==> config.mk <==
export PLATFORM = sky130hd
export DESIGN_NAME = occ_channel
export DESIGN_NICKNAME = d
export VERILOG_FILES = /design/src/rtl/occ_pkg.sv /design/src/rtl/occ_channel.sv /design/src/rtl/occ_match.sv
export VERILOG_INCLUDE_DIRS = /design/src /design/src/rtl
export SDC_FILE = /design/constraint.sdc
export NUM_CORES = 1
export LEC_CHECK = 0
export ABC_AREA = 1
export BUFFER_PORTS_ARGS = -buffer_cell sky130_fd_sc_hd__buf_2
export CAP_MARGIN = 20
export CORE_MARGIN = 5
export CORE_UTILIZATION = 39
export CTS_CLUSTER_SIZE = 25
export DETAILED_ROUTE_END_ITERATION = 12
export SYNTH_ARGS = -nofsm -noshare
export SYNTH_HDL_FRONTEND = slang
export SYNTH_HIERARCHICAL = 1
export SYNTH_SLANG_ARGS = --single-unit
==> constraint.sdc <==
create_clock -name sys_clk -period 3 [get_ports sys_clk]
set_input_delay 0.45 -clock sys_clk [delete_from_list [all_inputs] [get_ports sys_clk]]
set_output_delay 0.45 -clock sys_clk [all_outputs]
set_load 0.02 [all_outputs]
==> src/rtl/occ_map.svh <==
// register map, field positions and reset values of the compare channel
`ifndef OCC_MAP_SVH
`define OCC_MAP_SVH

// byte addresses on the register bus
`define OCC_ADDR_CTRL    5'h00
`define OCC_ADDR_PRIM    5'h04
`define OCC_ADDR_SEC     5'h08
`define OCC_ADDR_STATUS  5'h0C
`define OCC_ADDR_MASK    5'h10

// control register field positions
`define OCC_BIT_SIDL     13
`define OCC_BIT_FLT      4
`define OCC_BIT_TSEL     3
`define OCC_MODE_MSB     2
`define OCC_MODE_LSB     0

// status and mask bit positions
`define OCC_ST_EDGE      0
`define OCC_ST_FAULT     1

// reset values
`define OCC_CTRL_RST     6'h00
`define OCC_CMP_RST      16'h0000
`define OCC_IRQ_RST      2'h0
`define OCC_RDATA_RST    32'h0000_0000
`define OCC_ZERO16       16'h0000

`endif

==> src/rtl/occ_pkg.sv <==
// types shared by the compare channel files
package occ_pkg;

  typedef enum logic [2:0]
  {
    OCC_OFF    = 3'b000,
    OCC_ONE_LO = 3'b001,
    OCC_ONE_HI = 3'b010,
    OCC_TOGGLE = 3'b011,
    OCC_DELAY  = 3'b100,
    OCC_CONT   = 3'b101,
    OCC_PWM    = 3'b110,
    OCC_PWMF   = 3'b111
  } occ_mode_e;

  typedef struct packed
  {
    logic      idle_halt_select;
    logic      pwm_fault_flag;
    logic      time_base_select;
    occ_mode_e compare_mode_field;
  } occ_ctrl_s;

endpackage

==> src/rtl/occ_channel.sv <==
// output compare channel with avalon register slave and interrupt
`timescale 1ns/1ns
`include "occ_map.svh"
module occ_channel #(
  parameter int TW = 16
) (
  input  wire logic          sys_clk,
  input  wire logic          sys_rst,
  input  wire logic [4:0]    avs_address,
  input  wire logic          avs_read,
  input  wire logic          avs_write,
  input  wire logic [31:0]   avs_writedata,
  input  wire logic [3:0]    avs_byteenable,
  output logic [31:0]        avs_readdata,
  output logic               avs_waitrequest,
  input  wire logic [TW-1:0] first_time_base,
  input  wire logic [TW-1:0] second_time_base,
  input  wire logic          cpu_idle,
  input  wire logic          fault_input_pin,
  output logic               compare_output_pin,
  output logic               compare_output_oe,
  output logic               irq
);

  // ------------------------------------------------------------
  // state
  // ------------------------------------------------------------
  occ_pkg::occ_ctrl_s ctrl;
  occ_pkg::occ_ctrl_s next_ctrl;
  occ_pkg::occ_mode_e new_mode;
  logic [TW-1:0]      primary_compare_value;
  logic [TW-1:0]      next_primary_compare_value;
  logic [TW-1:0]      secondary_compare_value;
  logic [TW-1:0]      next_secondary_compare_value;
  logic [TW-1:0]      tmr;
  logic               pin;
  logic               next_pin;
  logic               oe;
  logic               next_oe;
  logic               done;
  logic               next_done;
  logic [1:0]         status;
  logic [1:0]         next_status;
  logic [1:0]         mask;
  logic [1:0]         next_mask;
  logic [1:0]         events;
  logic               next_irq;
  logic               wreq;
  logic               next_wreq;
  logic [31:0]        rdata;
  logic [31:0]        next_rdata;
  logic               flt_s1;
  logic               flt_s2;
  logic               flt_d;
  logic               flt_fall;
  logic               run;
  logic               pwm;
  logic               init;
  logic               acc_wr;
  logic               acc_rd;
  logic               hit_p;
  logic               hit_s;
  logic               boundary;

  // merge a 16-bit register with the two low byte lanes of a write
  function automatic logic [15:0] occ_merge(input logic [15:0] old_v,
                                            input logic [31:0] wd,
                                            input logic [3:0]  be);
    logic [15:0] v;
    v = old_v;
    if (be[0])
      v[7:0] = wd[7:0];
    if (be[1])
      v[15:8] = wd[15:8];
    return v;
  endfunction

  // ------------------------------------------------------------
  // fault pin synchroniser
  // ------------------------------------------------------------
  // the pin is asynchronous; edge logic only looks at the second and third stages
  always_ff @(posedge sys_clk)
  begin
    if (sys_rst)
    begin
      flt_s1 <= 1'b1;
      flt_s2 <= 1'b1;
      flt_d  <= 1'b1;
    end
    else
    begin
      flt_s1 <= fault_input_pin;
      flt_s2 <= flt_s1;
      flt_d  <= flt_s2;
    end
  end

  // ------------------------------------------------------------
  // time base selection and match detection
  // ------------------------------------------------------------
  // halting in idle freezes both the detectors and the pin
  always_comb
  begin
    tmr      = ctrl.time_base_select ? second_time_base : first_time_base;
    run      = (ctrl.compare_mode_field != occ_pkg::OCC_OFF) &&
               !(ctrl.idle_halt_select && cpu_idle);
    pwm      = (ctrl.compare_mode_field == occ_pkg::OCC_PWM) ||
               (ctrl.compare_mode_field == occ_pkg::OCC_PWMF);
    flt_fall = flt_d && !flt_s2;
    acc_wr   = avs_write && !wreq;
    acc_rd   = avs_read && !wreq;
    new_mode = occ_pkg::occ_mode_e'(avs_writedata[`OCC_MODE_MSB:`OCC_MODE_LSB]);
    // the timer is assumed stopped by software around this write
    init     = acc_wr && (avs_address == `OCC_ADDR_CTRL) && avs_byteenable[0] &&
               (new_mode != ctrl.compare_mode_field);
  end

  // primary register match
  occ_match #(.TW(TW)) u_match_p (
    .sys_clk (sys_clk),
    .sys_rst (sys_rst),
    .enable  (run),
    .count   (tmr),
    .compare (primary_compare_value),
    .hit     (hit_p)
  );

  // secondary register match, used by the pulse modes
  occ_match #(.TW(TW)) u_match_s (
    .sys_clk (sys_clk),
    .sys_rst (sys_rst),
    .enable  (run),
    .count   (tmr),
    .compare (secondary_compare_value),
    .hit     (hit_s)
  );

  // the timer restarting at zero marks the pwm period boundary
  occ_match #(.TW(TW)) u_match_b (
    .sys_clk (sys_clk),
    .sys_rst (sys_rst),
    .enable  (run),
    .count   (tmr),
    .compare (`OCC_ZERO16),
    .hit     (boundary)
  );

  // ------------------------------------------------------------
  // channel behaviour
  // ------------------------------------------------------------
  always_comb
  begin
    next_ctrl                    = ctrl;
    next_primary_compare_value   = primary_compare_value;
    next_secondary_compare_value = secondary_compare_value;
    next_pin                     = pin;
    next_done                    = done;
    next_mask                    = mask;
    events                       = 2'h0;
    if (acc_wr)
    begin
      case (avs_address)
        `OCC_ADDR_CTRL:
        begin
          // fault flag and unused bits are not writable
          if (avs_byteenable[1])
            next_ctrl.idle_halt_select = avs_writedata[`OCC_BIT_SIDL];
          if (avs_byteenable[0])
          begin
            next_ctrl.time_base_select   = avs_writedata[`OCC_BIT_TSEL];
            next_ctrl.compare_mode_field = new_mode;
          end
        end
        `OCC_ADDR_PRIM:
          next_primary_compare_value = occ_merge(primary_compare_value,
                                                 avs_writedata, avs_byteenable);
        `OCC_ADDR_SEC:
          next_secondary_compare_value = occ_merge(secondary_compare_value,
                                                   avs_writedata, avs_byteenable);
        `OCC_ADDR_MASK:
          if (avs_byteenable[0])
            next_mask = avs_writedata[1:0];
        default:
          next_mask = mask;
      endcase
    end
    if (init)
    begin
      // mode entry sets the starting level of the pin, except toggle and off, which keep the current level
      next_done = 1'b0;
      if (new_mode != occ_pkg::OCC_PWMF)
        next_ctrl.pwm_fault_flag = 1'b0;
      case (new_mode)
        occ_pkg::OCC_ONE_LO: next_pin = 1'b0;
        occ_pkg::OCC_ONE_HI: next_pin = 1'b1;
        occ_pkg::OCC_DELAY:  next_pin = 1'b0;
        occ_pkg::OCC_CONT:   next_pin = 1'b0;
        occ_pkg::OCC_PWM,
        occ_pkg::OCC_PWMF:   next_pin = (next_primary_compare_value != `OCC_ZERO16);
        default:             next_pin = pin;
      endcase
    end
    else if (run)
    begin
      case (ctrl.compare_mode_field)
        occ_pkg::OCC_ONE_LO:
          if (hit_p && !pin)
          begin
            next_pin  = 1'b1;
            events[0] = 1'b1;
          end
        occ_pkg::OCC_ONE_HI:
          if (hit_p && pin)
          begin
            next_pin  = 1'b0;
            events[0] = 1'b1;
          end
        occ_pkg::OCC_TOGGLE:
          if (hit_p)
          begin
            next_pin  = !pin;
            events[0] = 1'b1;
          end
        occ_pkg::OCC_DELAY,
        occ_pkg::OCC_CONT:
        begin
          // two registers: primary opens the pulse, secondary closes it
          if (hit_p && !done)
            next_pin = 1'b1;
          if (hit_s && (pin || next_pin))
          begin
            next_pin  = 1'b0;
            events[0] = pin;
            if (ctrl.compare_mode_field == occ_pkg::OCC_DELAY)
              next_done = 1'b1;
          end
        end
        occ_pkg::OCC_PWM,
        occ_pkg::OCC_PWMF:
        begin
          // duty taken over only on the boundary so a period never glitches
          if (boundary)
          begin
            next_primary_compare_value = secondary_compare_value;
            next_pin = (secondary_compare_value != `OCC_ZERO16);
          end
          else if (hit_p)
            next_pin = 1'b0;
          if (ctrl.compare_mode_field == occ_pkg::OCC_PWMF)
          begin
            // a latched fault clears at a boundary with the pin back high, or when another mode is written
            if (boundary && flt_s2 && ctrl.pwm_fault_flag)
              next_ctrl.pwm_fault_flag = 1'b0;
            if (flt_fall)
            begin
              next_ctrl.pwm_fault_flag = 1'b1;
              events[1] = 1'b1;
            end
            if (next_ctrl.pwm_fault_flag)
              next_pin = 1'b0;
          end
        end
        default:
          next_pin = pin;
      endcase
    end
    // a read of status clears it, but a new event in that cycle survives
    if (acc_rd && (avs_address == `OCC_ADDR_STATUS))
      next_status = events;
    else
      next_status = status | events;
    next_oe  = (next_ctrl.compare_mode_field != occ_pkg::OCC_OFF);
    next_irq = |(next_status & next_mask);
  end

  always_ff @(posedge sys_clk)
  begin
    if (sys_rst)
    begin
      ctrl                    <= occ_pkg::occ_ctrl_s'(`OCC_CTRL_RST);
      primary_compare_value   <= `OCC_CMP_RST;
      secondary_compare_value <= `OCC_CMP_RST;
      pin                     <= 1'b0;
      oe                      <= 1'b0;
      done                    <= 1'b0;
      status                  <= `OCC_IRQ_RST;
      mask                    <= `OCC_IRQ_RST;
      irq                     <= 1'b0;
    end
    else
    begin
      ctrl                    <= next_ctrl;
      primary_compare_value   <= next_primary_compare_value;
      secondary_compare_value <= next_secondary_compare_value;
      pin                     <= next_pin;
      oe                      <= next_oe;
      done                    <= next_done;
      status                  <= next_status;
      mask                    <= next_mask;
      irq                     <= next_irq;
    end
  end

  assign compare_output_pin = pin;
  assign compare_output_oe  = oe;

  // ------------------------------------------------------------
  // avalon slave: every access takes exactly one wait cycle
  // ------------------------------------------------------------
  always_comb
  begin
    next_wreq  = !((avs_read || avs_write) && wreq);
    next_rdata = rdata;
    if (avs_read && wreq)
    begin
      next_rdata = `OCC_RDATA_RST;
      case (avs_address)
        `OCC_ADDR_CTRL:
        begin
          // unused positions stay zero
          next_rdata[`OCC_BIT_SIDL] = ctrl.idle_halt_select;
          next_rdata[`OCC_BIT_FLT]  = ctrl.pwm_fault_flag;
          next_rdata[`OCC_BIT_TSEL] = ctrl.time_base_select;
          next_rdata[`OCC_MODE_MSB:`OCC_MODE_LSB] = ctrl.compare_mode_field;
        end
        `OCC_ADDR_PRIM:   next_rdata[15:0] = primary_compare_value;
        `OCC_ADDR_SEC:    next_rdata[15:0] = secondary_compare_value;
        // report events of this cycle too, since the clearing edge drops them
        `OCC_ADDR_STATUS: next_rdata[1:0]  = status | events;
        `OCC_ADDR_MASK:   next_rdata[1:0]  = mask;
        default:          next_rdata = `OCC_RDATA_RST;
      endcase
    end
  end

  always_ff @(posedge sys_clk)
  begin
    if (sys_rst)
    begin
      wreq  <= 1'b1;
      rdata <= `OCC_RDATA_RST;
    end
    else
    begin
      wreq  <= next_wreq;
      rdata <= next_rdata;
    end
  end

  assign avs_waitrequest = wreq;
  assign avs_readdata    = rdata;
endmodule

==> src/rtl/occ_match.sv <==
// equality detector that pulses once when a counter reaches a value
`timescale 1ns/1ns
module occ_match #(
  parameter int TW = 16
) (
  input  wire logic          sys_clk,
  input  wire logic          sys_rst,
  input  wire logic          enable,
  input  wire logic [TW-1:0] count,
  input  wire logic [TW-1:0] compare,
  output logic               hit
);

  logic was_equal;
  logic next_was_equal;
  logic equal;

  // a stopped timer sits on the value for many cycles, so only the first one counts
  always_comb
  begin
    equal          = (count == compare);
    next_was_equal = enable ? equal : was_equal;
    hit            = enable && equal && !was_equal;
  end

  // history of equality, frozen while halted
  always_ff @(posedge sys_clk)
  begin
    if (sys_rst)
      was_equal <= 1'b0;
    else
      was_equal <= next_was_equal;
  end

endmodule

Yosys cells after proc, flatten, opt, wreduce, memory -nomap -nowiden
Index checks and enable logic that the tools add are counted.
{"block": "op_classes", "eq_ne": 26, "mux": 58, "bitwise": 2, "reduce_logical": 57}
{"operator": "$mux 16", "n": 7}
{"operator": "$eq 16x16->1", "n": 2}
{"operator": "$mux 1", "n": 32}
{"operator": "$reduce_bool 16->1", "n": 2}
{"operator": "$eq 3x3->1 const B", "n": 8}
{"operator": "$logic_and 1x1->1", "n": 23}
{"operator": "$logic_not 16->1", "n": 1}
{"operator": "$mux 8", "n": 2}
{"operator": "$pmux 8 s2", "n": 1}
{"operator": "$mux 2", "n": 6}
{"operator": "$ne 3x3->1 const B", "n": 4}
{"operator": "$reduce_and 3->1", "n": 4}
{"operator": "$eq 5x4->1 const B", "n": 2}
{"operator": "$pmux 2 s5", "n": 1}
{"operator": "$reduce_or 2->1", "n": 5}
{"operator": "$eq 3x2->1 const B", "n": 3}
{"operator": "$logic_not 1->1", "n": 9}
{"operator": "$mux 3", "n": 3}
{"operator": "$pmux 3 s3", "n": 1}
{"operator": "$reduce_and 4->1", "n": 2}
{"operator": "$eq 3x1->1 const B", "n": 2}
{"operator": "$pmux 1 s3", "n": 2}
{"operator": "$reduce_and 6->1", "n": 1}
{"operator": "$reduce_bool 2->1", "n": 3}
{"operator": "15 further kinds", "n": 17}
{"block": "word_totals", "register_bits": 69, "in_bits": 79, "out_inout_bits": 36, "elab_cells": 164}

Longest topological paths before layout
Gate-level depths: netlist of the first run.
{"block": "logic_depth", "depth_word": 20, "mapped_depth": 23, "ltp_nobuf": 21}

By module
Netlist of the first run, hierarchy kept.
{"module": "occ_channel", "instances": 1, "cells_each": 541, "area_per_inst_um2": 3717.3, "seq_area_each_um2": 1321.3}
{"module": "occ_match", "instances": 3, "cells_each": 103, "area_per_inst_um2": 470.5, "seq_area_each_um2": 20.0}

Least setup slack after synthesis of the first run
OpenSTA, ideal clock, no wires.
{"block": "synth_path", "kind": "flip-flop to flip-flop", "start": "reg ctrl[3] (netlist name)", "end": "reg pin (netlist: compare_output_pin)", "setup_time_ns": 0.116, "arrival_ns": 2.495, "path_slack_ns": 0.389, "path_stages_with_launch": 22, "path_buffers": 2, "period_less_slack_ns": 2.611, "path_cell_list": "dfxtp_1 > clkbuf_1 > clkinv_1 > clkbuf_1 > nand2_1 > nand2_1 > inv_1 > nor2_1 > nor2_1 > nand3_1 > nor2_1 > nand3_1 > nor2_1 > inv_1 > nor2_1 > nor2_1 > o21ai_0 > nand3_1 > nand2_1 > nand2_1 > nor2_1 > a21oi_2"}
{"block": "synth_via", "elab_cells_between_ends": 39, "cone_classes": "eq/ne (5); mux (19); reduce/logical (15)"}
{"element": "from (decl)", "line": "occ_channel.sv:28", "source": "occ_pkg::occ_ctrl_s ctrl;"}
{"element": "from (signal assigned)", "line": "occ_channel.sv:280", "source": "ctrl <= occ_pkg::occ_ctrl_s'(`OCC_CTRL_RST);"}
{"element": "from (signal assigned)", "line": "occ_channel.sv:292", "source": "ctrl <= next_ctrl;"}
{"element": "$mux 16 *", "line": "occ_channel.sv:104", "source": "tmr = ctrl.time_base_select ? second_time_base : first_time_base;"}
{"element": "net tmr[14]", "line": "occ_channel.sv:35", "source": "logic [TW-1:0] tmr;"}
{"element": "$eq 16x16->1 *", "line": "occ_match.sv:21", "source": "equal = (count == compare);"}
{"element": "$logic_and 1x1->1 * (2 in a row)", "line": "occ_match.sv:23", "source": "hit = enable && equal && !was_equal;"}
{"element": "net hit_p", "line": "occ_channel.sv:61", "source": "logic hit_p;"}
{"element": "$logic_and 1x1->1", "line": "occ_channel.sv:228", "source": "if (hit_p && !done)"}
{"element": "$mux 1", "line": "occ_channel.sv:228"}
{"element": "$mux 1", "line": "occ_channel.sv:205", "source": "case (ctrl.compare_mode_field)"}
{"element": "$mux 1", "line": "occ_channel.sv:203", "source": "else if (run)"}
{"element": "$mux 1", "line": "occ_channel.sv:187", "source": "if (init)"}
{"element": "$logic_or 1x1->1", "line": "occ_channel.sv:230", "source": "if (hit_s && (pin || next_pin))"}
{"element": "$logic_and 1x1->1", "line": "occ_channel.sv:230"}
{"element": "$mux 1", "line": "occ_channel.sv:230"}
{"element": "$pmux 1 s5", "line": "occ_channel.sv:205"}
{"element": "$mux 1", "line": "occ_channel.sv:203"}
{"element": "$mux 1", "line": "occ_channel.sv:187"}
{"element": "to (signal assigned)", "line": "occ_channel.sv:295", "source": "pin <= next_pin;"}
{"element": "to (decl)", "line": "occ_channel.sv:36", "source": "logic pin;"}
The timed path passes the listed nets; every way through them passes the cells marked *. The select of a mux whose other input is x is not followed.
A chain may end at the register's enable or synchronous reset.

Worst setup path in the final report of the first run
{"block": "layout_path", "start": "reg ctrl[1] (netlist name)", "end": "reg rdata[0] (netlist: avs_readdata[0])"}
{"block": "layout_via", "elab_cells_between_ends": 32, "cone_classes": "eq/ne (6); mux (12); bitwise (1); reduce/logical (13)"}
{"element": "$reduce_bool 3->1", "line": "occ_channel.sv:105", "source": "run = (ctrl.compare_mode_field != occ_pkg::OCC_OFF) &&"}
{"element": "$logic_and 1x1->1", "line": "occ_channel.sv:105"}
{"element": "net run", "line": "occ_channel.sv:56", "source": "logic run;"}
{"element": "$logic_and 1x1->1 (2 in a row)", "line": "occ_match.sv:23"}
{"element": "net hit_s", "line": "occ_channel.sv:62", "source": "logic hit_s;"}
{"element": "$logic_and 1x1->1", "line": "occ_channel.sv:230"}
{"element": "$mux 1", "line": "occ_channel.sv:230"}
{"element": "$pmux 1 s4", "line": "occ_channel.sv:205"}
{"element": "$mux 2", "line": "occ_channel.sv:203"}
{"element": "$mux 2", "line": "occ_channel.sv:187"}
{"element": "$or 2x2->2", "line": "occ_channel.sv:329", "source": "`OCC_ADDR_STATUS: next_rdata[1:0] = status | events;"}
{"element": "$pmux 2 s5", "line": "occ_channel.sv:317", "source": "case (avs_address)"}
{"element": "to (signal assigned)", "line": "occ_channel.sv:341", "source": "rdata <= `OCC_RDATA_RST;"}
{"element": "to (signal assigned)", "line": "occ_channel.sv:346", "source": "rdata <= next_rdata;"}
{"element": "to (decl)", "line": "occ_channel.sv:50", "source": "logic [31:0] rdata;"}
The timed path passes the listed nets, and every way through them passes these cells. The select of a mux whose other input is x is not followed.

==> impl_metrics.tcl, run 1 <==
set metrics [dict create \
    status "finished clean" \
    final_util_pct 47.59 \
    clkSinkCount 69 \
    synth_area_leaders "dfxtp_1 (27%), nand2_1 (19%), inv_1 (10%)" \
    busiest_layer "met2" \
    die_w_um 124.7 \
    post_cts_buffers 0 \
    grt_first_pass_wirelength_mm 24.67 \
    clkTransAtPathRegs_ps 60 \
    grt_usage_pct 19.36 \
    drtAntennaViolNets 0 \
    rows 41 \
    yosysUniqueCellTypes 43 \
    slowest_stage "dfxtp_1" \
    diodes 0 \
    yosysMostFrequentCell "nand2_1" \
    grt_setup_unrepaired "no" \
    ys.flop_type "dfxtp_1" \
    portBuffers 80 \
    yosysTopAreaCellShare_pct 26.93 \
    grt.overflow.total 0 \
    hold_path_depth 2 \
    area_growth_pct 18.52 \
    syn_inst 850 \
    ys_async_sr_fraction_pct 0 \
    crit_path_max_incr_delay_ps 510 \
    yosys_register_bits 69 \
    avgSynthCellArea_um2 6.034 \
    finalCriticalPeriod_ps 2603 \
    totalPowerFinal_w 0.002218 \
    setup_viol 0 \
    maxSlewHeadroom_pct 57.78 \
    r2r-start "ctrl[1]" \
    clockBufferDepth 2 \
    cts_buffers 9 \
    use_met3_pct 3.388 \
    clockRootBuffer "clkbuf_16" \
    dp_hpwl_mm 11.94 \
    hold_buffers 0 \
    cp_data_required_time_ps 3270 \
    routedWlPerCell_um 13.31 \
    drive_gt1_share_pct 17.36 \
    crit_chain "nor2_1, a21oi_2, buf_4, inv_1, nor2_1, nand3_1, nor2_1, nand3_1, nor2_1, nand3_1, o21ai_0, nand3_1, nand2_1, nand2_1, nand2_1, nand2_1, a21oi_1" \
    drt-pass1-iter-count 5 \
    critPathMaxFanout 8 \
    met2_usage_pct 29.55 \
    ys_seq_area_share_pct 26.93 \
    fmax_mhz 384.2 \
    tightest_slew_ps 632.6 \
    power_density_nw_per_um2 364.9 \
    gp_congestion 0.9128 \
    finalHoldViolCount 0 \
    die_h_um 124.7 \
    peakVddDrop_mv 0.2777 \
    drc_errors 0 \
    design_area_um2 6078 \
    hold_class "input pin to flop" \
    synth_edf_count 0 \
    r2r_setup_slack_ps 400 \
    crit_type "flop to flop" \
    grt_use_met1_pct 27.39 \
    netlist_area_um2 5129 \
    grt_max_degree 33 \
    pin_count 115 \
    reg2reg_to "avs_readdata[0]" \
    grt_pass1_vias 4916 \
    reg2reg_depth 17 \
    final_cells 1140 \
    start_util_pct 40.15 \
    end_kind "flop" \
    fin_tns_setup_ps 0 \
    maxCapViolations 0 \
    yosysWarnings 6 \
    hold_path.startpoint "fault_input_pin" \
    wl_mm 15.17 \
    finalClockSkew_ps 6.019 \
    drv_slew 0 \
    period_share_pct 86.77 \
    clock_latency_ps 340 \
    htree_levels 3 \
    cts_tree "done" \
    antenna_found_initial 0 \
    vias 5341 \
    p_leak_nw 3.020 \
    post_dp_cell_area_um2 5793 \
    ctsResizeCount 0 \
    placed_cells 1124 \
    coreArea_um2 12770 \
    dieArea_um2 15540 \
    cp_top_family "simple AND/OR/NAND/NOR gates" \
    hold_end "flt_s1" \
    layout.nets 1042 \
    yosys-top-cells-count "nand2_1 (257), inv_1 (136), nor2_1 (113)" \
    cp_data_arrival_time_ps 2870 \
    drtIter0Drc 386 \
    yosys.area.top_type "dfxtp_1" \
    critPathBufInv 2 \
    start_kind "flop" \
    via_per_inst 4.685 \
]
## worst register-to-register path, delay by kind of cell, from the launching register on
family,cells,cell delay [ps]
AO/OA/AOI/OAI,3,440
AND/OR/NAND/NOR,12,1330
buffers and inverters,2,270
flip-flops,1,510
## cells by family after synthesis
kind of cell	share of synthesized area, %
and+or+nand+nor	37.79
buffers and inverters	14.88
AOI/OAI and AO/OA	17.49
DFF	26.93
xor gates and xnor gates	2.830
other	0.07312
## placed cells by master (no fill, tap or decap), types with 7 or more instances in the layout
master / count
a211oi_2: 14
o21ai_1: 11
conb_1: 46
nor2_1: 112
o211ai_1: 10
nand2_1: 254
buf_4: 12
a21oi_1: 35
nand3_1: 35
xnor2_1: 9
inv_1: 136
nand4_1: 10
nor2_2: 7
clkbuf_16: 9
o221ai_1: 10
buf_2: 80
nor3_1: 8
dfxtp_1: 69
o21ai_0: 41
## sequential cells by signal, indices dropped and copies added (netlist names)
signal	cells
flt_d	1
irq	1
avs_readdata	16
secondary_compare_value	16
compare_output_pin	1
primary_compare_value	16
ctrl	6
mask	2
compare_output_oe	1
u_match_s/was_equal	1
u_match_p/was_equal	1
done	1
u_match_b/was_equal	1
avs_waitrequest	1
status	2
flt_s1	1
flt_s2	1
## per-layer routing
| metal | part of all wire [%] | vias to the layer above |
|---|---|---|
| met1 | 49 | 2330 |
| met4 | 1.9 | 0 |
| met2 | 43 | 161 |
| li1 | - | 2831 |
| met3 | 6.6 | 19 |
| met5 | 0 | - |
## how the worst max path moves through the flow
stage	cells after the start	startpoint	endpoint	slack [ps]
6_report	17	ctrl[1]	avs_readdata[0]	400
3_3_place_gp	18	ctrl[3]	compare_output_pin	260
4_1_cts	18	ctrl[3]	compare_output_pin	180
3_5_place_dp	18	ctrl[3]	compare_output_pin	200
2_1_floorplan	21	ctrl[3]	compare_output_pin	390
5_1_grt	20	ctrl[3]	compare_output_pin	30
## stage by stage
| step | hold slack [ps] | setup WS [ps] |
|---|---|---|
| 2_1_floorplan | 389.5 | 389.3 |
| 3_3_place_gp | 391.1 | 261.4 |
| 3_5_place_dp | 404.6 | 199.0 |
| 4_1_cts | 288.5 | 177.0 |
| 5_1_grt | 305.1 | 32.09 |
| 6_report | 291.1 | 396.9 |
## cell type report
class	instances	area, µm²
multi-input cells	648	3178
repair buffers	93	510.5
well taps	172	215.2
fillers	1381	6695
clock buffers	11	232.7
clock inverters	5	27.53
flip-flops and latches	69	1381
inverters	142	533.0
## power breakdown
| group | internal, W | switching [W] | total, W |
|---|---|---|---|
| registers | 0.000930 | 0.00000921 | 0.000939 |
| clock network | 0.000554 | 0.000405 | 0.000959 |
| logic | 0.000110 | 0.000210 | 0.000320 |
| total | 0.00159 | 0.000625 | 0.00222 |
Note: power is estimated with default switching activity, not from simulation.
==> inputs of run 2 (changes only) <==
--- a/config.mk
+++ b/config.mk
@@ -6,7 +6,6 @@
 export SDC_FILE = /design/constraint.sdc
 export NUM_CORES = 1
 export LEC_CHECK = 0
-export ABC_AREA = 1
 export BUFFER_PORTS_ARGS = -buffer_cell sky130_fd_sc_hd__buf_2
 export CAP_MARGIN = 20
 export CORE_MARGIN = 5
==> run 2 against run 1 <==
  * First-iteration DRC count decreased by 19%
  * Utilization rose by 4.2 points
  * Register-to-register slack worse by 340 ps
  * Flip-flop and latch count unchanged
  * Combinational power fell by 12%
  * Power decreased by 5.9%
  * Sequential share of layout area increased by 3.1 points
  * Non-clock buffer count rose by 32
  * Critical path type unchanged
  * Largest power group is now sequential cells
==> impl_metrics.tcl, run 2 <==
set metrics [dict create \
    status "finished clean" \
    start_kind "flop" \
    hold_end "flt_s1" \
    crit_top_cell "buf_4" \
    power.internal_w 0.001512 \
    drv_slew 0 \
    design_area_um2 5368 \
    combPwrFrac_pct 13.5 \
    grt_usage_pct 19.44 \
    switchingPower_w 0.0005764 \
    regArea_um2 1385 \
    maxSlewHeadroom_pct 58.42 \
    crit_type "flop to flop" \
    clkSinkCount 69 \
    p_leak_nw 2.262 \
    finalHoldViolCount 0 \
    layout_common_cells "buf_2 (80), dfxtp_1 (68), nor2_1 (61)" \
    r2r-start "ctrl[3]" \
    coreArea_um2 10370 \
    antenna_found_initial 0 \
    pin_count 115 \
    drc_errors 0 \
    yosysUniqueCellTypes 52 \
    power_density_nw_per_um2 389.0 \
    pwr-share-seq_pct 44.8 \
    drtIter0Drc 312 \
    yosysWarnings 6 \
    peakVddDrop_mv 0.2172 \
    clock_latency_ps 360 \
    drt-pass1-iter-count 4 \
    htree_levels 3 \
    setup_viol 0 \
    finalCriticalPeriod_ps 2947 \
    tightest_slew_ps 623.7 \
    end_kind "flop" \
    wl_met3_um 755 \
    rows 37 \
    post_dp_cell_area_um2 4960 \
    crit_chain "buf_12, mux2_2, xor2_1, nor4_2, buf_4, nand4_1, nor3_2, buf_4, a21oi_1, o32ai_2, a2111oi_4, a2111oi_2" \
    r2r_setup_slack_ps 50 \
    clockBufferDepth 2 \
    period_share_pct 98.23 \
    ys_async_sr_fraction_pct 0 \
    diodes 0 \
    critPathBufInv 3 \
    hold_ws_ps 272.4 \
    yosys-top-cells-count "dfxtp_1 (69), nor2_1 (61), xor2_1 (46)" \
    reg2reg_to "compare_output_pin" \
    drtAntennaViolNets 0 \
    portBuffers 80 \
    cp_data_required_time_ps 3250 \
    cp_top_family "compound AO/OA/AOI/OAI gates" \
    area_growth_pct 28.75 \
    fin_tns_setup_ps 0 \
    synth_area_leaders "dfxtp_1 (33%), mux2i_1 (11%), xor2_1 (9.7%)" \
    met1_length_mm 5.749 \
    slowest_stage "dfxtp_4" \
    maxCapViolations 0 \
    clockRootBuffer "clkbuf_8" \
    netlist_area_um2 4169 \
    hold_class "input pin to flop" \
    syn_inst 478 \
    crit_path_max_incr_delay_ps 390 \
    cp_data_arrival_time_ps 3190 \
    ys.flop_type "dfxtp_1" \
    hold_buffers 0 \
    final_util_pct 51.76 \
    p_sw_share_pct 27.60 \
    die_h_um 113.4 \
    ys_seq_area_share_pct 33.13 \
    layout.nets 681 \
    grt.overflow.total 0 \
    grt_max_degree 33 \
    reg2reg_depth 12 \
    wl_mm 12.93 \
    yosysMostFrequentCell "dfxtp_1" \
    hold_path.startpoint "fault_input_pin" \
    cts_buffers 9 \
    clkPwrFrac_pct 41.8 \
    crit_start "ctrl[3]" \
    multi_input_area_um2 2774 \
    fmax_mhz 339.3 \
    yosys.area.top_type "dfxtp_1" \
    yosysTopAreaCellShare_pct 33.13 \
    die_w_um 113.4 \
    via_per_inst 5.346 \
    fillers 1001 \
    wl_met2_mm 6.145 \
    yosys_register_bits 69 \
    grt_setup_unrepaired "yes" \
    dp_hpwl_mm 9.634 \
    routedWlPerCell_um 17.40 \
    top_layer_used "met4" \
    critPathMaxFanout 7 \
    cts_tree "done" \
    dieArea_um2 12860 \
    gp_congestion 0.8472 \
    vias 3972 \
    grt_first_pass_wirelength_mm 19.83 \
    synth_edf_count 0 \
    avgSynthCellArea_um2 8.722 \
    final_common_cell "buf_2" \
    start_util_pct 40.20 \
    clkTransAtPathRegs_ps 80 \
    hold_path_depth 2 \
    grt_pass1_vias 3805 \
    drive_gt1_share_pct 30.64 \
    finalClockSkew_ps 11.62 \
]
## run 2: per-layer routing
metal,GRT usage [%],vias up
met5,0,-
met4,6.330,0
met3,4.775,21
met2,30.96,112
met1,25.91,1900
li1,-,1939
## run 2: how the worst max path moves through the flow
stage,endpoint,slack [ps],depth (start not counted)
finish,compare_output_pin,50,12
global route,compare_output_pin,-90,11
CTS,compare_output_pin,10,13
detailed placement,compare_output_pin,-110,11
global placement,compare_output_pin,-60,11
floorplan,compare_output_pin,20,11
## run 2: power groups by stage
| stage | registers [W] | clock network, W | logic, W |
|---|---|---|---|
| after global placement | 0.000956 | 0 | 0.000262 |
| after global routing | 0.000937 | 0.000934 | 0.000305 |
| after detailed placement | 0.000957 | 0 | 0.000267 |
| after CTS | 0.000936 | 0.000892 | 0.000270 |
| final | 0.000935 | 0.000872 | 0.000282 |
| after floorplan | 0.000969 | 0 | 0.000161 |
## run 2: layout make-up
class	count	share of cell area [%]
Clock buffer	9	2.308
Multi-Input combinational cell	391	51.68
Sequential cell	69	25.80
Inverter	6	0.4196
Timing Repair Buffer	125	14.78
Clock inverter	7	1.841
Tap cell	136	3.170
## run 2: logic make-up (layout without fill, tap and decap cells)
kind of cell | count (synthesis) | after routing | synth area share, %
AOI/OAI and AO/OA | 72 | 72 | 12.97
xor gates and xnor gates | 52 | 52 | 10.92
buffers and inverters | 49 | 147 | 6.153
DFF | 69 | 69 | 33.13
muxes | 62 | 62 | 15.40
other | 1 | 32 | 0.08995
and+or+nand+nor | 173 | 173 | 21.34
## run 2: repair_timing
action,CTS,global route
endpoints found under the hold margin,0,0
setup buffers,0,3
cloned,0,1
pin swaps,5,7
endpoints found under the setup margin,3,20
resized for setup,8,18
## run 2: stage by stage
| step | setup WS (ps) | instances | total power [W] |
|---|---|---|---|
| finish | 53.16 | 743 | 0.002088 |
| global route | -92.73 | 743 | 0.002176 |
| CTS | 12.92 | 739 | 0.002098 |
| detailed placement | -109.1 | 723 | 0.001224 |
| global placement | -55.88 | 723 | 0.001219 |
| floorplan | 19.03 | 509 | 0.001129 |
